--- config.mk ---
export PLATFORM = sky130hd
export DESIGN_NAME = gpio_led_pin_controller
export DESIGN_NICKNAME = d
export VERILOG_FILES = /design/src/lamp_pulse_timer.v /design/src/gpio_led_pin_controller.v
export VERILOG_INCLUDE_DIRS = /design/src
export SDC_FILE = /design/constraint.sdc
export NUM_CORES = 1
export LEC_CHECK = 0
export BUFFER_PORTS_ARGS = -buffer_cell sky130_fd_sc_hd__buf_4
export CORE_MARGIN = 5
export CORE_UTILIZATION = 60
export DETAILED_ROUTE_END_ITERATION = 8
export GPL_ROUTABILITY_DRIVEN = 0
export PLACE_DENSITY_LB_ADDON = 0.25
export SLEW_MARGIN = 10
export SYNTH_ARGS = -nofsm -noshare
export SYNTH_HDL_FRONTEND = slang
export SYNTH_SLANG_ARGS = --single-unit
export TNS_END_PERCENT = 1
--- constraint.sdc ---
create_clock -name mclk -period 3.5 [get_ports mclk]
set_input_delay 0.35 -clock mclk [delete_from_list [all_inputs] [get_ports mclk]]
set_output_delay 0.35 -clock mclk [all_outputs]
set_load 0.05 [all_outputs]
--- src/gpio_led_map.vh ---
`ifndef GPIO_LED_MAP_VH
`define GPIO_LED_MAP_VH

// Register byte addresses
`define LAMP_CONFIG_ADDR 9'h1bc
`define PIN_CONFIG_ADDR 9'h1e0
`define PIN_DATA_DIR_ADDR 9'h1e4
`define PIN_IRQ_STATUS_ENABLE_ADDR 9'h1e8
`define POWER_MGMT_CONTROL_ADDR 9'h084
`define GLOBAL_IRQ_STATUS_ADDR 9'h058

// Field positions (low bit of each three-bit field; global disable and event are single bits)
`define LAMP_ENABLE_POS 0
`define LAMP_FUNCTION_POS 8
`define PIN_BUFFER_TYPE_POS 16
`define PIN_IRQ_POLARITY_POS 24
`define PIN_DATA_POS 0
`define PIN_DIRECTION_POS 8
`define PIN_IRQ_STATUS_POS 0
`define PIN_IRQ_ENABLE_POS 16
`define LAMP_GLOBAL_DISABLE_POS 0
`define GPIO_EVENT_POS 12

// Reset values of software fields
`define PIN_DIRECTION_RESET 3'h0
`define PIN_IRQ_ENABLE_RESET 3'h0
`define PIN_IRQ_POLARITY_RESET 3'h0
`define PIN_BUFFER_TYPE_RESET 3'h0
`define PIN_DATA_RESET 3'h0
`define PIN_IRQ_STATUS_RESET 3'h0
`define LAMP_GLOBAL_DISABLE_RESET 1'h0

// Timing
`define CLK_PERIOD_PS 25000
`define CLK_FREQ_KHZ 40000
`define IRQ_MIN_NS 40
`define IRQ_FILTER_CYCLES ((`IRQ_MIN_NS * 1000) / `CLK_PERIOD_PS + 1)
`define LAMP_PULSE_MS 80
`define LAMP_PULSE_CYCLES (`LAMP_PULSE_MS * `CLK_FREQ_KHZ)

// Lamp function codes
`define LAMP_FUN_0 3'h0
`define LAMP_FUN_1 3'h1
`define LAMP_FUN_2 3'h2
`define LAMP_FUN_3 3'h3
`define LAMP_FUN_4 3'h4

// Indication kinds
`define IND_OFF 4'h0
`define IND_LINK_ACT 4'h1
`define IND_FDX_COL 4'h2
`define IND_SPEED 4'h3
`define IND_L100_ACT 4'h4
`define IND_L10_ACT 4'h5
`define IND_ACT 4'h6
`define IND_LINK 4'h7
`define IND_L10 4'h8
`define IND_L100 4'h9

`endif

--- src/lamp_pulse_timer.v ---
`timescale 1ns/1ps
`include "gpio_led_map.vh"
// One pulse of a fixed length, then a guard time of the same length
module lamp_pulse_timer #(
    parameter integer PULSE_CYCLES = `LAMP_PULSE_CYCLES
) (
    input wire mclk,
    input wire rst,
    input wire trigger,
    output wire pulse
);
    localparam [2:0] IDLE = 3'h1;
    localparam [2:0] ON = 3'h2;
    localparam [2:0] GUARD = 3'h4;
    localparam integer LAST_FULL = PULSE_CYCLES - 1;
    localparam [21:0] LAST = LAST_FULL[21:0];

    reg [2:0] state;
    reg [21:0] count;

    assign pulse = state[1];

    always @(posedge mclk) begin
        if (rst) begin
            state <= IDLE;
            count <= 22'h0;
        end else begin
            case (state)
                IDLE: begin
                    count <= 22'h0;
                    if (trigger) begin
                        state <= ON;
                    end
                end
                ON: begin
                    if (count == LAST) begin
                        count <= 22'h0;
                        state <= GUARD;
                    end else begin
                        count <= count + 22'h1;
                    end
                end
                GUARD: begin
                    // New traffic is only looked at once the guard has run out
                    if (count == LAST) begin
                        count <= 22'h0;
                        state <= IDLE;
                    end else begin
                        count <= count + 22'h1;
                    end
                end
                default: begin
                    state <= IDLE;
                    count <= 22'h0;
                end
            endcase
        end
    end
endmodule

--- src/gpio_led_pin_controller.v ---
`timescale 1ns/1ps
`include "gpio_led_map.vh"
// Operation
// - Reset clears every pin direction bit, so all pins are inputs.
// - Reset clears every pin interrupt enable bit.
// - Reset clears every polarity bit, so interrupts trigger on low level.
// - An output pin uses its buffer-type bit to pick push-pull or open-drain.
// - Open-drain output pulls low for data 0, leaves pin undriven for 1.
// - Push-pull output drives the pin to its data bit.
// - Reading data of an input pin returns the pin's present level.
// - GPIO output pins have input buffer off; pull-up normally on.
// - Each pin has a readable interrupt status bit and its own enable bit.
// - Enabled pin interrupts merge into one request, seen as a global event bit.
// - Interrupts are level sensitive, recognised only after more than 40 ns.
// - Polarity set: high level sets status; clear: low level sets it.
// - Lamp enable makes the pin an LED; input buffer and pull-up off.
// - Lamp enable, function code and polarity defaults come from straps.
// - Global lamp disable leaves LED pins undriven or inactive.
// - Function codes 000b to 011b pick indications per the code table.
// - Code 100b: activity, 10-link, 100-link; 101b to 111b reserved.
// - Active LED drives opposite of latched strap; inactive LED is undriven.
// - Activity pulses 80 ms on traffic, then inactive 80 ms; off without link.
// - Link/activity active on link, pulses inactive 80 ms, then active 80 ms.
module gpio_led_pin_controller #(
    parameter integer PULSE_CYCLES = `LAMP_PULSE_CYCLES
) (
    input wire mclk,
    input wire rst,
    input wire [8:0] address,
    input wire read,
    input wire write,
    input wire [31:0] writedata,
    input wire [3:0] byteenable,
    output reg [31:0] readdata,
    output wire waitrequest,
    input wire [2:0] pin_in,
    output reg [2:0] pin_out,
    output reg [2:0] pin_oe,
    output reg [2:0] pin_pullup_en,
    output reg [2:0] pin_inbuf_en,
    input wire [2:0] lamp_enable_straps,
    input wire [2:0] lamp_function_straps,
    input wire [2:0] lamp_polarity_straps,
    input wire link_up,
    input wire speed_100,
    input wire full_duplex,
    input wire collision,
    input wire traffic,
    output reg gpio_irq_request
);
    localparam integer IRQ_FILTER = `IRQ_FILTER_CYCLES;
    localparam [2:0] IRQ_CYCLES = IRQ_FILTER[2:0];

    ////////////////////////////////////////////////////////////////////////
    // Functions

    function hit;
        input [8:0] addr;
        input [8:0] target;
        begin
            hit = (addr == target);
        end
    endfunction

    // Which indication a pin shows for a function code
    function [3:0] indication;
        input [2:0] code;
        input [1:0] pin;
        begin
            indication = `IND_OFF;
            case (code)
                `LAMP_FUN_0: begin
                    indication = (pin == 2'h2) ? `IND_LINK_ACT : (pin == 2'h1) ? `IND_FDX_COL : `IND_SPEED;
                end
                `LAMP_FUN_1: begin
                    indication = (pin == 2'h2) ? `IND_L100_ACT : (pin == 2'h1) ? `IND_FDX_COL : `IND_L10_ACT;
                end
                `LAMP_FUN_2: begin
                    indication = (pin == 2'h2) ? `IND_ACT : (pin == 2'h1) ? `IND_LINK : `IND_SPEED;
                end
                `LAMP_FUN_3: begin
                    indication = (pin == 2'h2) ? `IND_ACT : (pin == 2'h1) ? `IND_LINK : `IND_FDX_COL;
                end
                `LAMP_FUN_4: begin
                    indication = (pin == 2'h2) ? `IND_ACT : (pin == 2'h1) ? `IND_L10 : `IND_L100;
                end
                default: begin
                    // Reserved codes leave the lamp dark
                    indication = `IND_OFF;
                end
            endcase
        end
    endfunction

    ////////////////////////////////////////////////////////////////////////
    // Pin and strap synchronisers

    reg [2:0] pin_meta;
    reg [2:0] pin_sync;
    reg [8:0] strap_meta;
    reg [8:0] strap_sync;

    always @(posedge mclk) begin
        pin_meta <= pin_in;
        pin_sync <= pin_meta;
        strap_meta <= {lamp_polarity_straps, lamp_function_straps, lamp_enable_straps};
        strap_sync <= strap_meta;
    end

    ////////////////////////////////////////////////////////////////////////
    // Avalon slave: one wait state on every access

    reg ack;
    wire request = read | write;
    wire take = request & ack;

    assign waitrequest = request & ~ack;

    always @(posedge mclk) begin
        if (rst) begin
            ack <= 1'b0;
        end else begin
            ack <= request & ~ack;
        end
    end

    ////////////////////////////////////////////////////////////////////////
    // Registers

    reg [2:0] lamp_enable_bits;
    reg [2:0] lamp_function_code;
    reg [2:0] lamp_polarity;
    reg lamp_global_disable;
    reg [2:0] pin_direction_bits;
    reg [2:0] pin_buffer_type_bits;
    reg [2:0] pin_data_bits;
    reg [2:0] pin_irq_polarity_bits;
    reg [2:0] pin_irq_enable;
    reg [2:0] pin_irq_status;
    reg [2:0] irq_level;

    wire wr = take & write;
    wire wr_lamp0 = wr & hit(address, `LAMP_CONFIG_ADDR) & byteenable[0];
    wire wr_lamp1 = wr & hit(address, `LAMP_CONFIG_ADDR) & byteenable[1];
    wire wr_cfg2 = wr & hit(address, `PIN_CONFIG_ADDR) & byteenable[2];
    wire wr_cfg3 = wr & hit(address, `PIN_CONFIG_ADDR) & byteenable[3];
    wire wr_dd0 = wr & hit(address, `PIN_DATA_DIR_ADDR) & byteenable[0];
    wire wr_dd1 = wr & hit(address, `PIN_DATA_DIR_ADDR) & byteenable[1];
    wire wr_ise0 = wr & hit(address, `PIN_IRQ_STATUS_ENABLE_ADDR) & byteenable[0];
    wire wr_ise2 = wr & hit(address, `PIN_IRQ_STATUS_ENABLE_ADDR) & byteenable[2];
    wire wr_pm0 = wr & hit(address, `POWER_MGMT_CONTROL_ADDR) & byteenable[0];

    wire [2:0] clear_req = wr_ise0 ? writedata[`PIN_IRQ_STATUS_POS +: 3] : 3'h0;

    always @(posedge mclk) begin
        if (rst) begin
            // Straps are reloaded each reset cycle, so reset must outlast the synchroniser
            lamp_enable_bits <= strap_sync[2:0];
            lamp_function_code <= strap_sync[5:3];
            lamp_polarity <= strap_sync[8:6];
            lamp_global_disable <= `LAMP_GLOBAL_DISABLE_RESET;
            pin_direction_bits <= `PIN_DIRECTION_RESET;
            pin_irq_enable <= `PIN_IRQ_ENABLE_RESET;
            pin_irq_polarity_bits <= `PIN_IRQ_POLARITY_RESET;
            pin_buffer_type_bits <= `PIN_BUFFER_TYPE_RESET;
            pin_data_bits <= `PIN_DATA_RESET;
            pin_irq_status <= `PIN_IRQ_STATUS_RESET;
        end else begin
            if (wr_lamp0) begin
                lamp_enable_bits <= writedata[`LAMP_ENABLE_POS +: 3];
            end
            if (wr_lamp1) begin
                lamp_function_code <= writedata[`LAMP_FUNCTION_POS +: 3];
            end
            if (wr_cfg2) begin
                pin_buffer_type_bits <= writedata[`PIN_BUFFER_TYPE_POS +: 3];
            end
            if (wr_cfg3) begin
                pin_irq_polarity_bits <= writedata[`PIN_IRQ_POLARITY_POS +: 3];
            end
            if (wr_dd0) begin
                pin_data_bits <= writedata[`PIN_DATA_POS +: 3];
            end
            if (wr_dd1) begin
                pin_direction_bits <= writedata[`PIN_DIRECTION_POS +: 3];
            end
            if (wr_ise2) begin
                pin_irq_enable <= writedata[`PIN_IRQ_ENABLE_POS +: 3];
            end
            if (wr_pm0) begin
                lamp_global_disable <= writedata[`LAMP_GLOBAL_DISABLE_POS];
            end
            // A level still present sets the bit again, so it wins over a clear
            pin_irq_status <= (pin_irq_status & ~clear_req) | irq_level;
        end
    end

    ////////////////////////////////////////////////////////////////////////
    // Interrupt level filter, per pin

    reg [2:0] filt_count [0:2];
    wire gpio_event = |(pin_irq_status & pin_irq_enable);

    genvar g;
    generate
        for (g = 0; g < 3; g = g + 1) begin : irq_filter
            wire input_mode = ~lamp_enable_bits[g] & ~pin_direction_bits[g];
            wire asserted = input_mode & (pin_sync[g] == pin_irq_polarity_bits[g]);

            always @(posedge mclk) begin
                if (rst) begin
                    filt_count[g] <= 3'h0;
                    irq_level[g] <= 1'b0;
                end else begin
                    if (!asserted) begin
                        filt_count[g] <= 3'h0;
                    end else if (filt_count[g] != IRQ_CYCLES) begin
                        filt_count[g] <= filt_count[g] + 3'h1;
                    end
                    // Only a level held past the minimum width counts
                    irq_level[g] <= asserted & (filt_count[g] >= IRQ_CYCLES - 3'h1);
                end
            end
        end
    endgenerate

    always @(posedge mclk) begin
        if (rst) begin
            gpio_irq_request <= 1'b0;
        end else begin
            gpio_irq_request <= gpio_event;
        end
    end

    ////////////////////////////////////////////////////////////////////////
    // Read data

    wire [2:0] data_view;
    generate
        for (g = 0; g < 3; g = g + 1) begin : data_read
            // Inputs show the pin; outputs and lamps show the stored bit
            assign data_view[g] = (pin_direction_bits[g] | lamp_enable_bits[g]) ? pin_data_bits[g] : pin_sync[g];
        end
    endgenerate

    reg [31:0] next_readdata;

    always @* begin
        next_readdata = 32'h0;
        if (hit(address, `LAMP_CONFIG_ADDR)) begin
            next_readdata[`LAMP_ENABLE_POS +: 3] = lamp_enable_bits;
            next_readdata[`LAMP_FUNCTION_POS +: 3] = lamp_function_code;
        end else if (hit(address, `PIN_CONFIG_ADDR)) begin
            next_readdata[`PIN_BUFFER_TYPE_POS +: 3] = pin_buffer_type_bits;
            next_readdata[`PIN_IRQ_POLARITY_POS +: 3] = pin_irq_polarity_bits;
        end else if (hit(address, `PIN_DATA_DIR_ADDR)) begin
            next_readdata[`PIN_DATA_POS +: 3] = data_view;
            next_readdata[`PIN_DIRECTION_POS +: 3] = pin_direction_bits;
        end else if (hit(address, `PIN_IRQ_STATUS_ENABLE_ADDR)) begin
            next_readdata[`PIN_IRQ_STATUS_POS +: 3] = pin_irq_status;
            next_readdata[`PIN_IRQ_ENABLE_POS +: 3] = pin_irq_enable;
        end else if (hit(address, `POWER_MGMT_CONTROL_ADDR)) begin
            next_readdata[`LAMP_GLOBAL_DISABLE_POS] = lamp_global_disable;
        end else if (hit(address, `GLOBAL_IRQ_STATUS_ADDR)) begin
            next_readdata[`GPIO_EVENT_POS] = gpio_event;
        end
    end

    always @(posedge mclk) begin
        if (rst) begin
            readdata <= 32'h0;
        end else if (read & ~ack) begin
            readdata <= next_readdata;
        end
    end

    ////////////////////////////////////////////////////////////////////////
    // Lamp timers: activity and collision

    wire act_pulse;
    wire col_pulse;

    lamp_pulse_timer #(
        .PULSE_CYCLES(PULSE_CYCLES)
    ) act_timer (
        .mclk(mclk),
        .rst(rst),
        .trigger(traffic & link_up),
        .pulse(act_pulse)
    );

    lamp_pulse_timer #(
        .PULSE_CYCLES(PULSE_CYCLES)
    ) col_timer (
        .mclk(mclk),
        .rst(rst),
        .trigger(collision & link_up & ~full_duplex),
        .pulse(col_pulse)
    );

    reg [2:0] lit;

    always @* begin : lamp_levels
        integer i;
        reg [3:0] kind;
        lit = 3'h0;
        kind = `IND_OFF;
        for (i = 0; i < 3; i = i + 1) begin
            kind = indication(lamp_function_code, i[1:0]);
            case (kind)
                `IND_LINK_ACT: lit[i] = link_up & ~act_pulse;
                `IND_FDX_COL: lit[i] = link_up & (full_duplex | col_pulse);
                `IND_SPEED: lit[i] = link_up & speed_100;
                `IND_L100_ACT: lit[i] = link_up & speed_100 & ~act_pulse;
                `IND_L10_ACT: lit[i] = link_up & ~speed_100 & ~act_pulse;
                `IND_ACT: lit[i] = link_up & act_pulse;
                `IND_LINK: lit[i] = link_up;
                `IND_L10: lit[i] = link_up & ~speed_100;
                `IND_L100: lit[i] = link_up & speed_100;
                default: lit[i] = 1'b0;
            endcase
        end
    end

    ////////////////////////////////////////////////////////////////////////
    // Pin drivers

    generate
        for (g = 0; g < 3; g = g + 1) begin : pin_drive
            always @(posedge mclk) begin
                if (rst) begin
                    pin_out[g] <= 1'b0;
                    pin_oe[g] <= 1'b0;
                    pin_pullup_en[g] <= 1'b1;
                    pin_inbuf_en[g] <= 1'b1;
                end else if (lamp_enable_bits[g]) begin
                    // Lamp mode takes the pin over from the GPIO settings
                    pin_out[g] <= ~lamp_polarity[g];
                    pin_oe[g] <= lit[g] & ~lamp_global_disable;
                    pin_pullup_en[g] <= 1'b0;
                    pin_inbuf_en[g] <= 1'b0;
                end else if (pin_direction_bits[g]) begin
                    if (pin_buffer_type_bits[g]) begin
                        pin_out[g] <= pin_data_bits[g];
                        pin_oe[g] <= 1'b1;
                    end else begin
                        pin_out[g] <= 1'b0;
                        pin_oe[g] <= ~pin_data_bits[g];
                    end
                    pin_pullup_en[g] <= 1'b1;
                    pin_inbuf_en[g] <= 1'b0;
                end else begin
                    pin_out[g] <= 1'b0;
                    pin_oe[g] <= 1'b0;
                    pin_pullup_en[g] <= 1'b1;
                    pin_inbuf_en[g] <= 1'b1;
                end
            end
        end
    endgenerate
endmodule

==> summary.txt, run 1 <==
Run status
  • Outcome: finished, final reports clean

Power and ir drop
  • Peak supply drop: 354 uV
  • Pwr/cell area: 508 mW/mm2
  • Total Power: 3.70 mW
  • Pleak: 2.73 nW

Worst setup path
  • R2R depth: 5
  • Crit Reg-Reg Endpoint: col_timer.count[8]
  • Worst reg-to-reg setup slack: 1.26 ns
  • Arrival time worst endpoint: 2.64 ns
  • Critical Path RT: 3.90 ns
  • Largest fanout on the critical path: 14
  • Crit path launch type: register
  • Critical R2R Launch: col_timer.count[2]
  • Crit Path Class: reg2reg
  • Setup crit end kind: register

Hold path
  • Hold path endpoint: pin_irq_status[2]
  • Hold Path Origin: writedata[2]
  • Hold Crit Class: in2reg
  • Hold depth: 2

STA
  • RSZ-0062 raised after global routing: no
  • Relative slew margins: 46.0%
  • Worst Max-Slew Pin Slew: 0.808 ns
  • Final TNS setup: 0 ns
  • Final setup margin: 1.26 ns
  • F_max: 447 MHz
  • Fin crit period: 2.24 ns
  • Final Max Slew Viols: 0
  • Final setup skew: 0.0142 ns
  • Setup violators final: 0
  • Final hold vios: 0
  • Final period utilization: 64.0%

Floorplan
  • Die height: 111 um
  • Core Rows: 36
  • Die width: 111 um
  • IO Pins: 112
  • Initial Utilization: 61.8%
  • CORE AREA: 0.00982 mm2
  • Die area: 0.0122 mm2

Synth
  • Dominant cell by count in the synthesized netlist: dfxtp_1
  • Post-Syn Area: 0.00607 mm2
  • Leading area contributor after synthesis: dfxtp_1
  • Synth Instances: 641
  • Post-synth cell types: 56
  • Yosys top cell area share: 40.6%
  • Most frequent cells after synthesis: 123 x dfxtp_1, 61 x nor2_1, 39 x a21oi_1
  • Mean Syn Cell Area: 9.47 um2
  • Seq cells post-synth: 141
  • Synth Warn #: 0
  • Synth area leaders: dfxtp_1 41%, edfxtp_1 8.9%, nor2_1 3.8%
  • Post-synth EDFFs: 18
  • Ys async rst share: 0%
  • Ys flop type: dfxtp_1
  • Sequential-to-total area share from yosys stat: 49.5%

Global routing
  • All-Layer GR Usage: 22.9%
  • First-pass GRT wire length: 23.0 mm
  • Initial antenna violation count: 0
  • Global route overflow: 0
  • Number of global-route vias before repair: 4762
  • Largest net degree at the start of global routing: 53

Clocking
  • Root buf cell: clkbuf_8
  • CTS tree: built
  • Post-CTS Setup Inserts: 0
  • H-Tree Depth: 4
  • Longest Clk Path Bufs: 2
  • CTS clk-pin slew, worst paths: 0.06 ns
  • CTS Buf Count: 17
  • Clock Latency Late Sink: 0.53 ns
  • CTS sink cnt: 141

Placement
  • DP Worst Slack: 1.26 ns
  • PortBufs: 72
  • Placement Cell Area: 0.00659 mm2
  • Placed wire-length estimate after detailed placement: 9.46 mm

Detailed routing
  • Vias per cell: 5.79
  • WL final: 13.9 mm
  • 1st-iter DRT viols: 351
  • Pre-Repair DR Iteration Count: 5
  • DRC viols: 0
  • Routed vias: 5000
  • Wirelength per Cell: 16.1 um
  • Post-DRT Antenna Nets: 0

Finish
  • Layout area overhead: 20.2%
  • Design Area, Final: 0.00729 mm2
  • Ant diodes: 0
  • Share of cells above drive strength 1: 16.3%
  • Fill count: 714
  • Final layout net count: 794

Run
  • Max-cap violations: 0
[critical path: stages, from the launching register on]
cell and delay [ns]:
dfxtp_1 0.40, and4_1 0.51, nand3_4 0.19, o221ai_1 0.62
buf_4 0.32, nor2_1 0.07
[repair_timing]
item                                   CTS  global route
gates resized for setup                  0             0
hold buffers                            12             0
setup endpoints to repair                0             0
endpoints found under the hold margin   12             0
[metal layers]
layer  vias to the layer above  global-route usage (%)  part of all wire (%)
met3                        25                    8.26                   7.4
met2                       205                    37.4                    49
li1                       2421                       -                     -
met4                         0                    8.54                   2.2
met5                         -                       0                     0
met1                      2349                    27.8                    42
[cell families after synthesis]
group / after synthesis / synth area share (%)
flops: 141 / 49.5
simple gates: 253 / 23.2
buf+inv: 73 / 6.04
xor+xnor: 27 / 3.90
other cells: 1 / 0.0618
fa+ha+maj: 11 / 2.27
compound gates: 116 / 11.8
mux: 19 / 3.30
[registers in the layout (all words and copies together), names as in the netlist, 9 cells and up]
register,count
filt_count,9
col_timer.count,22
strap_meta,9
readdata,13
strap_sync,9
act_timer.count,22
[worst max path at each step]
stage	cells past startpoint	from	slack, ns	end
final	5	col_timer.count[2]	1.26	col_timer.count[8]
after CTS	5	col_timer.count[2]	1.23	col_timer.count[8]
after floorplan	5	act_timer.count[0]	1.86	act_timer.state[2]
after global routing	5	col_timer.count[2]	1.02	col_timer.count[8]
after global placement	5	col_timer.count[2]	1.32	col_timer.count[5]
after detailed placement	5	col_timer.count[2]	1.26	col_timer.count[8]
[where the power goes]
part / internal, mW / total, mW / switching [mW]
combinational: 0.0861 / 0.246 / 0.160
clock: 1.10 / 1.75 / 0.656
sequential: 1.68 / 1.70 / 0.0279
[per-stage QoR]
stage               cells  hold WS [ns]  utilization, %
finish                863        0.0552            74.3
global route          863        0.0228            74.3
CTS                   863        0.0328            74.3
detailed placement    819         0.312            67.1
global placement      819         0.313            67.1
floorplan             659         0.310               -
[area by class of cell]
class	count	area, um2	area share, %
sequential	141	3000	41.2
multi-input combinational	445	2770	37.9
timing repair buffer	86	676	9.26
clock buffer	23	479	6.57
tap	133	166	2.28
clock inverter	9	106	1.46
inverter	26	97.6	1.34
[cell usage in the layout, fill, tap and decap left out, types with 5 or more instances in the layout]
master	count
a21oi_1	39
dlygate4sd3_1	12
o31ai_1	8
or3_1	13
nand2_1	33
nor3_1	16
nand2b_1	7
nand4_1	31
or4_1	9
ha_1	11
edfxtp_1	18
and4_1	8
nand3_1	27
inv_1	26
conb_1	19
nor2_1	61
mux2i_1	11
o21ai_0	32
xnor2_1	5
xor2_1	22
and2_1	7
mux2_2	8
dfxtp_1	123
nor2b_1	8
a21o_1	5
clkbuf_16	18
and3_1	10
buf_4	74
(Power assumes the default switching activity.)
==> run 2: changes to the inputs <==
--- a/config.mk
+++ b/config.mk
@@ -6,9 +6,10 @@
 export SDC_FILE = /design/constraint.sdc
 export NUM_CORES = 1
 export LEC_CHECK = 0
+export ABC_AREA = 1
 export BUFFER_PORTS_ARGS = -buffer_cell sky130_fd_sc_hd__buf_4
 export CORE_MARGIN = 5
-export CORE_UTILIZATION = 60
+export CORE_UTILIZATION = 56
 export DETAILED_ROUTE_END_ITERATION = 8
 export GPL_ROUTABILITY_DRIVEN = 0
 export PLACE_DENSITY_LB_ADDON = 0.25
==> constraint.sdc (replaced) <==
create_clock -name mclk -period 2.3 [get_ports mclk]
set_input_delay 0.23 -clock mclk [delete_from_list [all_inputs] [get_ports mclk]]
set_output_delay 0.23 -clock mclk [all_outputs]
set_load 0.05 [all_outputs]
==> run 2 against run 1 <==
  * Hold slack worse by 0.020 ns
  * Critical endpoint is now col_timer.count[1]
  * Sequential share of layout area is 2.9 points lower
  * Worst setup slack worse by 0.84 ns
==> summary.txt, run 2 <==
Synth
  • XOR/XNOR Fraction of Synth Area: 2.81% (-1.1 points)
  • Sequential-to-total area share from yosys stat: 45.9% (-3.6 points)
  • Ys flop type: dfxtp_1
  • Yosys top cell area share: 37.6% (-3.0 points)
  • Post-synthesis adder-cell area fraction: 2.10% (-0.17 points)
  • Ys async rst share: 0% (unchanged)
  • Post-Syn Area: 0.00655 mm2 (+7.9%)
  • Post-synth EDFFs: 18 (unchanged)
  • Mux contribution to synthesized area: 0% (-3.3 points)
  • Post-Synth Simple-Gate Area: 30.2% (+7.0 points)
  • Leading area contributor after synthesis: dfxtp_1
  • Post-synth cell types: 45 (-20%)
  • Largest family of logic cells by synthesized area: simple AND/OR/NAND/NOR gates
  • Most frequent cells after synthesis: 164 x nand2_1, 123 x dfxtp_1, 117 x nor2_1
  • Synth Area in Compound Gates: 9.16% (-2.6 points)
  • Synth area leaders: dfxtp_1 38%, nand2_1 9.4%, edfxtp_1 8.3%
  • Synth Warn #: 0 (unchanged)
  • Dominant cell by count in the synthesized netlist: nand2_1
  • Synth Instances: 849 (+32%)
  • Seq cells post-synth: 141 (unchanged)
  • Mean Syn Cell Area: 7.71 um2 (-19%)

Detailed routing
  • WL final: 14.6 mm (+5.1%)
  • Post-DRT Antenna Nets: 0 (unchanged)
  • Vias per cell: 5.11 (-12%)
  • Wirelength per Cell: 13.2 um (-18%)
  • 1st-iter DRT viols: 421 (+20%)
  • Routed vias: 5627 (+13%)
  • Pre-Repair DR Iteration Count: 6 (+1)
  • DRC viols: 0 (unchanged)

Worst setup path
  • Worst Path Buf+Inv: 1 (unchanged)
  • R2R depth: 7 (+2)
  • CP top delay family: simple AND/OR/NAND/NOR gates
  • Critical path's largest stage delay: 0.42 ns (-0.20 ns)
  • Crit path depth: 7 (+2)
  • Setup crit end kind: register
  • CP dominant cell by count: nand3_1
  • Crit path launch type: register
  • Largest fanout on the critical path: 8 (-6)
  • Critical Path RT: 2.61 ns (-1.29 ns)
  • Crit Path Class: reg2reg
  • Arrival time worst endpoint: 2.19 ns (-0.45 ns)
  • Critical path, cell by cell: ha_1 -> nand3_4 -> nor3_2 -> nand3_1 -> nand3_1 -> buf_4 -> nor2_1
  • Crit path max-delay cell type: dfxtp_1

Power and ir drop
  • Pwr/cell area: 727 mW/mm2 (+43%)
  • Comb pwr share: 9.9% (+3.3 points)
  • Clock Power Share: 43.6% (-3.8 points)
  • Total Power: 5.71 mW (+54%)
  • Cell Int Power: 4.17 mW (+46%)
  • Sequential Power Share: 46.5% (+0.5 points)
  • Psw: 1.53 mW (+81%)
  • Sw frac: 26.8% (+4.0 points)
  • Peak supply drop: 655 uV (+85%)
  • Pleak: 3.25 nW (+19%)

STA
  • Final period utilization: 81.9% (+18 points)
  • Final setup skew: 0.00803 ns (-0.00620 ns)
  • Final Max Slew Viols: 0 (unchanged)
  • Worst Max-Slew Pin Slew: 0.536 ns (-0.273 ns)
  • F_max: 531 MHz (+19%)
  • Final hold vios: 0 (unchanged)
  • Fin crit period: 1.88 ns (-0.356 ns)
  • Relative slew margins: 63.9% (+18 points)
  • Final TNS setup: 0 ns (unchanged)
  • Setup violators final: 0 (unchanged)
  • RSZ-0062 raised after global routing: no
  • Fin Hold WS: 0.0348 ns (-0.0204 ns)

Floorplan
  • CORE AREA: 0.0114 mm2 (+16%)
  • Initial Utilization: 57.3% (-4.5 points)
  • Die area: 0.0140 mm2 (+14%)
  • Die width: 118 um (+6.8%)
  • Core Rows: 39 (+8.3%)
  • IO Pins: 112 (unchanged)
  • Die height: 118 um (+6.8%)

Clocking
  • CTS clk-pin slew, worst paths: 0.06 ns (about the same)
  • H-Tree Depth: 4 (unchanged)
  • CTS tree: built
  • Longest Clk Path Bufs: 2 (unchanged)
  • CTS sink cnt: 141 (unchanged)
  • CTS Buf Count: 17 (unchanged)
  • Clock Latency Late Sink: 0.42 ns (-0.11 ns)
  • Root buf cell: clkbuf_16
  • Post-CTS Setup Inserts: 0 (unchanged)
  • PostCTS Resize Cnt: 0 (unchanged)

Global routing
  • Met1 usage: 26.2% (-1.6 points)
  • Most utilized layer in the global route result: met2
  • Met3 usage: 6.68% (-1.6 points)
  • All-Layer GR Usage: 21.2% (-1.7 points)
  • Number of global-route vias before repair: 5260 (+10%)
  • Initial antenna violation count: 0 (unchanged)
  • Global route overflow: 0 (unchanged)
  • First-pass GRT wire length: 24.3 mm (+5.8%)
  • GR Layer Usage met2: 35.7% (-1.7 points)
  • Largest net degree at the start of global routing: 35 (-34%)

Hold path
  • Hold depth: 3 (+1)
  • Hold Crit Class: in2reg

Placement
  • Placement Cell Area: 0.00719 mm2 (+9.1%)
  • Placed wire-length estimate after detailed placement: 10.8 mm (+14%)
  • Placed cell count: 1058 (+29%)
  • PortBufs: 72 (unchanged)

Finish
  • Share of cells above drive strength 1: 14.9% (-1.4 points)
  • Layout area overhead: 19.8%
  • Final layout net count: 1023 (+29%)
  • Ant diodes: 0 (unchanged)
  • Design Area, Final: 0.00785 mm2 (+7.6%)
  • Commonest non-fill, non-tap cell in the layout: nand2_1
  • Non-filler cells, final: 1102 (+28%)
  • Top Registers: act_timer.count: 22 flops, col_timer.count: 22 flops, readdata: 13 flops
  • Commonest cells after routing, fill and taps aside: 164 x nand2_1, 123 x dfxtp_1, 117 x nor2_1

Run status
  • Outcome: finished, final reports clean

Run
  • Max-cap violations: 0 (unchanged)
-- run 2: cell types whose count changed after synthesis, moves of 8 or more --
cell and change:
nand2_1 +131, inv_1 +86, nor2_1 +56, nand3_1 +34
nand4_1 -15, a21oi_1 +12, mux2i_1 -11, or3_1 -11
and3_1 -10, or4_1 -9, and4_1 -8, clkbuf_1 -8
mux2_2 -8, nor2b_1 -8
-- run 2: logic make-up after synthesis --
logic type,after synthesis
and+or+nand+nor,419
buffers and inverters,147
DFF,141
AOI/OAI and AO/OA,109
xor gates and xnor gates,21
adders and majority gates,11
other,1
-- run 2: path summary, 6_finish.rpt --
kind / startpoint / end / slack, ns
worst max register to register: col_timer.count[0] / col_timer.count[1] / 0.42
worst max-delay path: col_timer.count[0] / col_timer.count[1] / 0.42
worst min register to register: strap_meta[7] / strap_sync[7] / 0.32
worst min-delay path: writedata[26] / pin_irq_polarity_bits[2] / 0.03
-- run 2: metrics by stage --
stage,util (%),setup slack (ns)
final,68.7,0.417
after global routing,68.7,0.192
after CTS,68.7,0.407
after detailed placement,62.9,0.417
after global placement,62.9,0.448
after floorplan,-,0.797
-- run 2: worst register-to-register path: stages (launching register included) --
cell,delay (ns)
dfxtp_1,0.42
ha_1,0.32
nand3_4,0.16
nor3_2,0.19
nand3_1,0.13
nand3_1,0.28
buf_4,0.23
nor2_1,0.06
-- run 2: power groups by stage --
stage / sequential, mW / combinational, mW / clock, mW
after floorplan: 2.75 / 0.341 / 0
after global placement: 2.70 / 0.541 / 0
after detailed placement: 2.70 / 0.548 / 0
after CTS: 2.65 / 0.567 / 2.53
after global routing: 2.66 / 0.624 / 2.66
final: 2.65 / 0.567 / 2.49
-- run 2: routing by layer --
layer | wire length (um) | part of all wire [%]
met3 | 880 | 6.0
met5 | 0 | 0
met1 | 6410 | 44
met4 | 176 | 1.2
met2 | 7110 | 49
-- run 2: what timing repair did --
item                       4_1_cts  5_1_grt
setup endpoints to repair        0        0
hold buffers                    12        0
hold endpoints to repair        12        0
-- run 2: cell type report --
type	instances	area, um2
inverters	115	437
well taps	143	179
fillers	952	3570
clock buffers	19	433
flip-flops and latches	141	3000
repair buffers	92	721
multi-input cells	579	2970
clock inverters	13	106
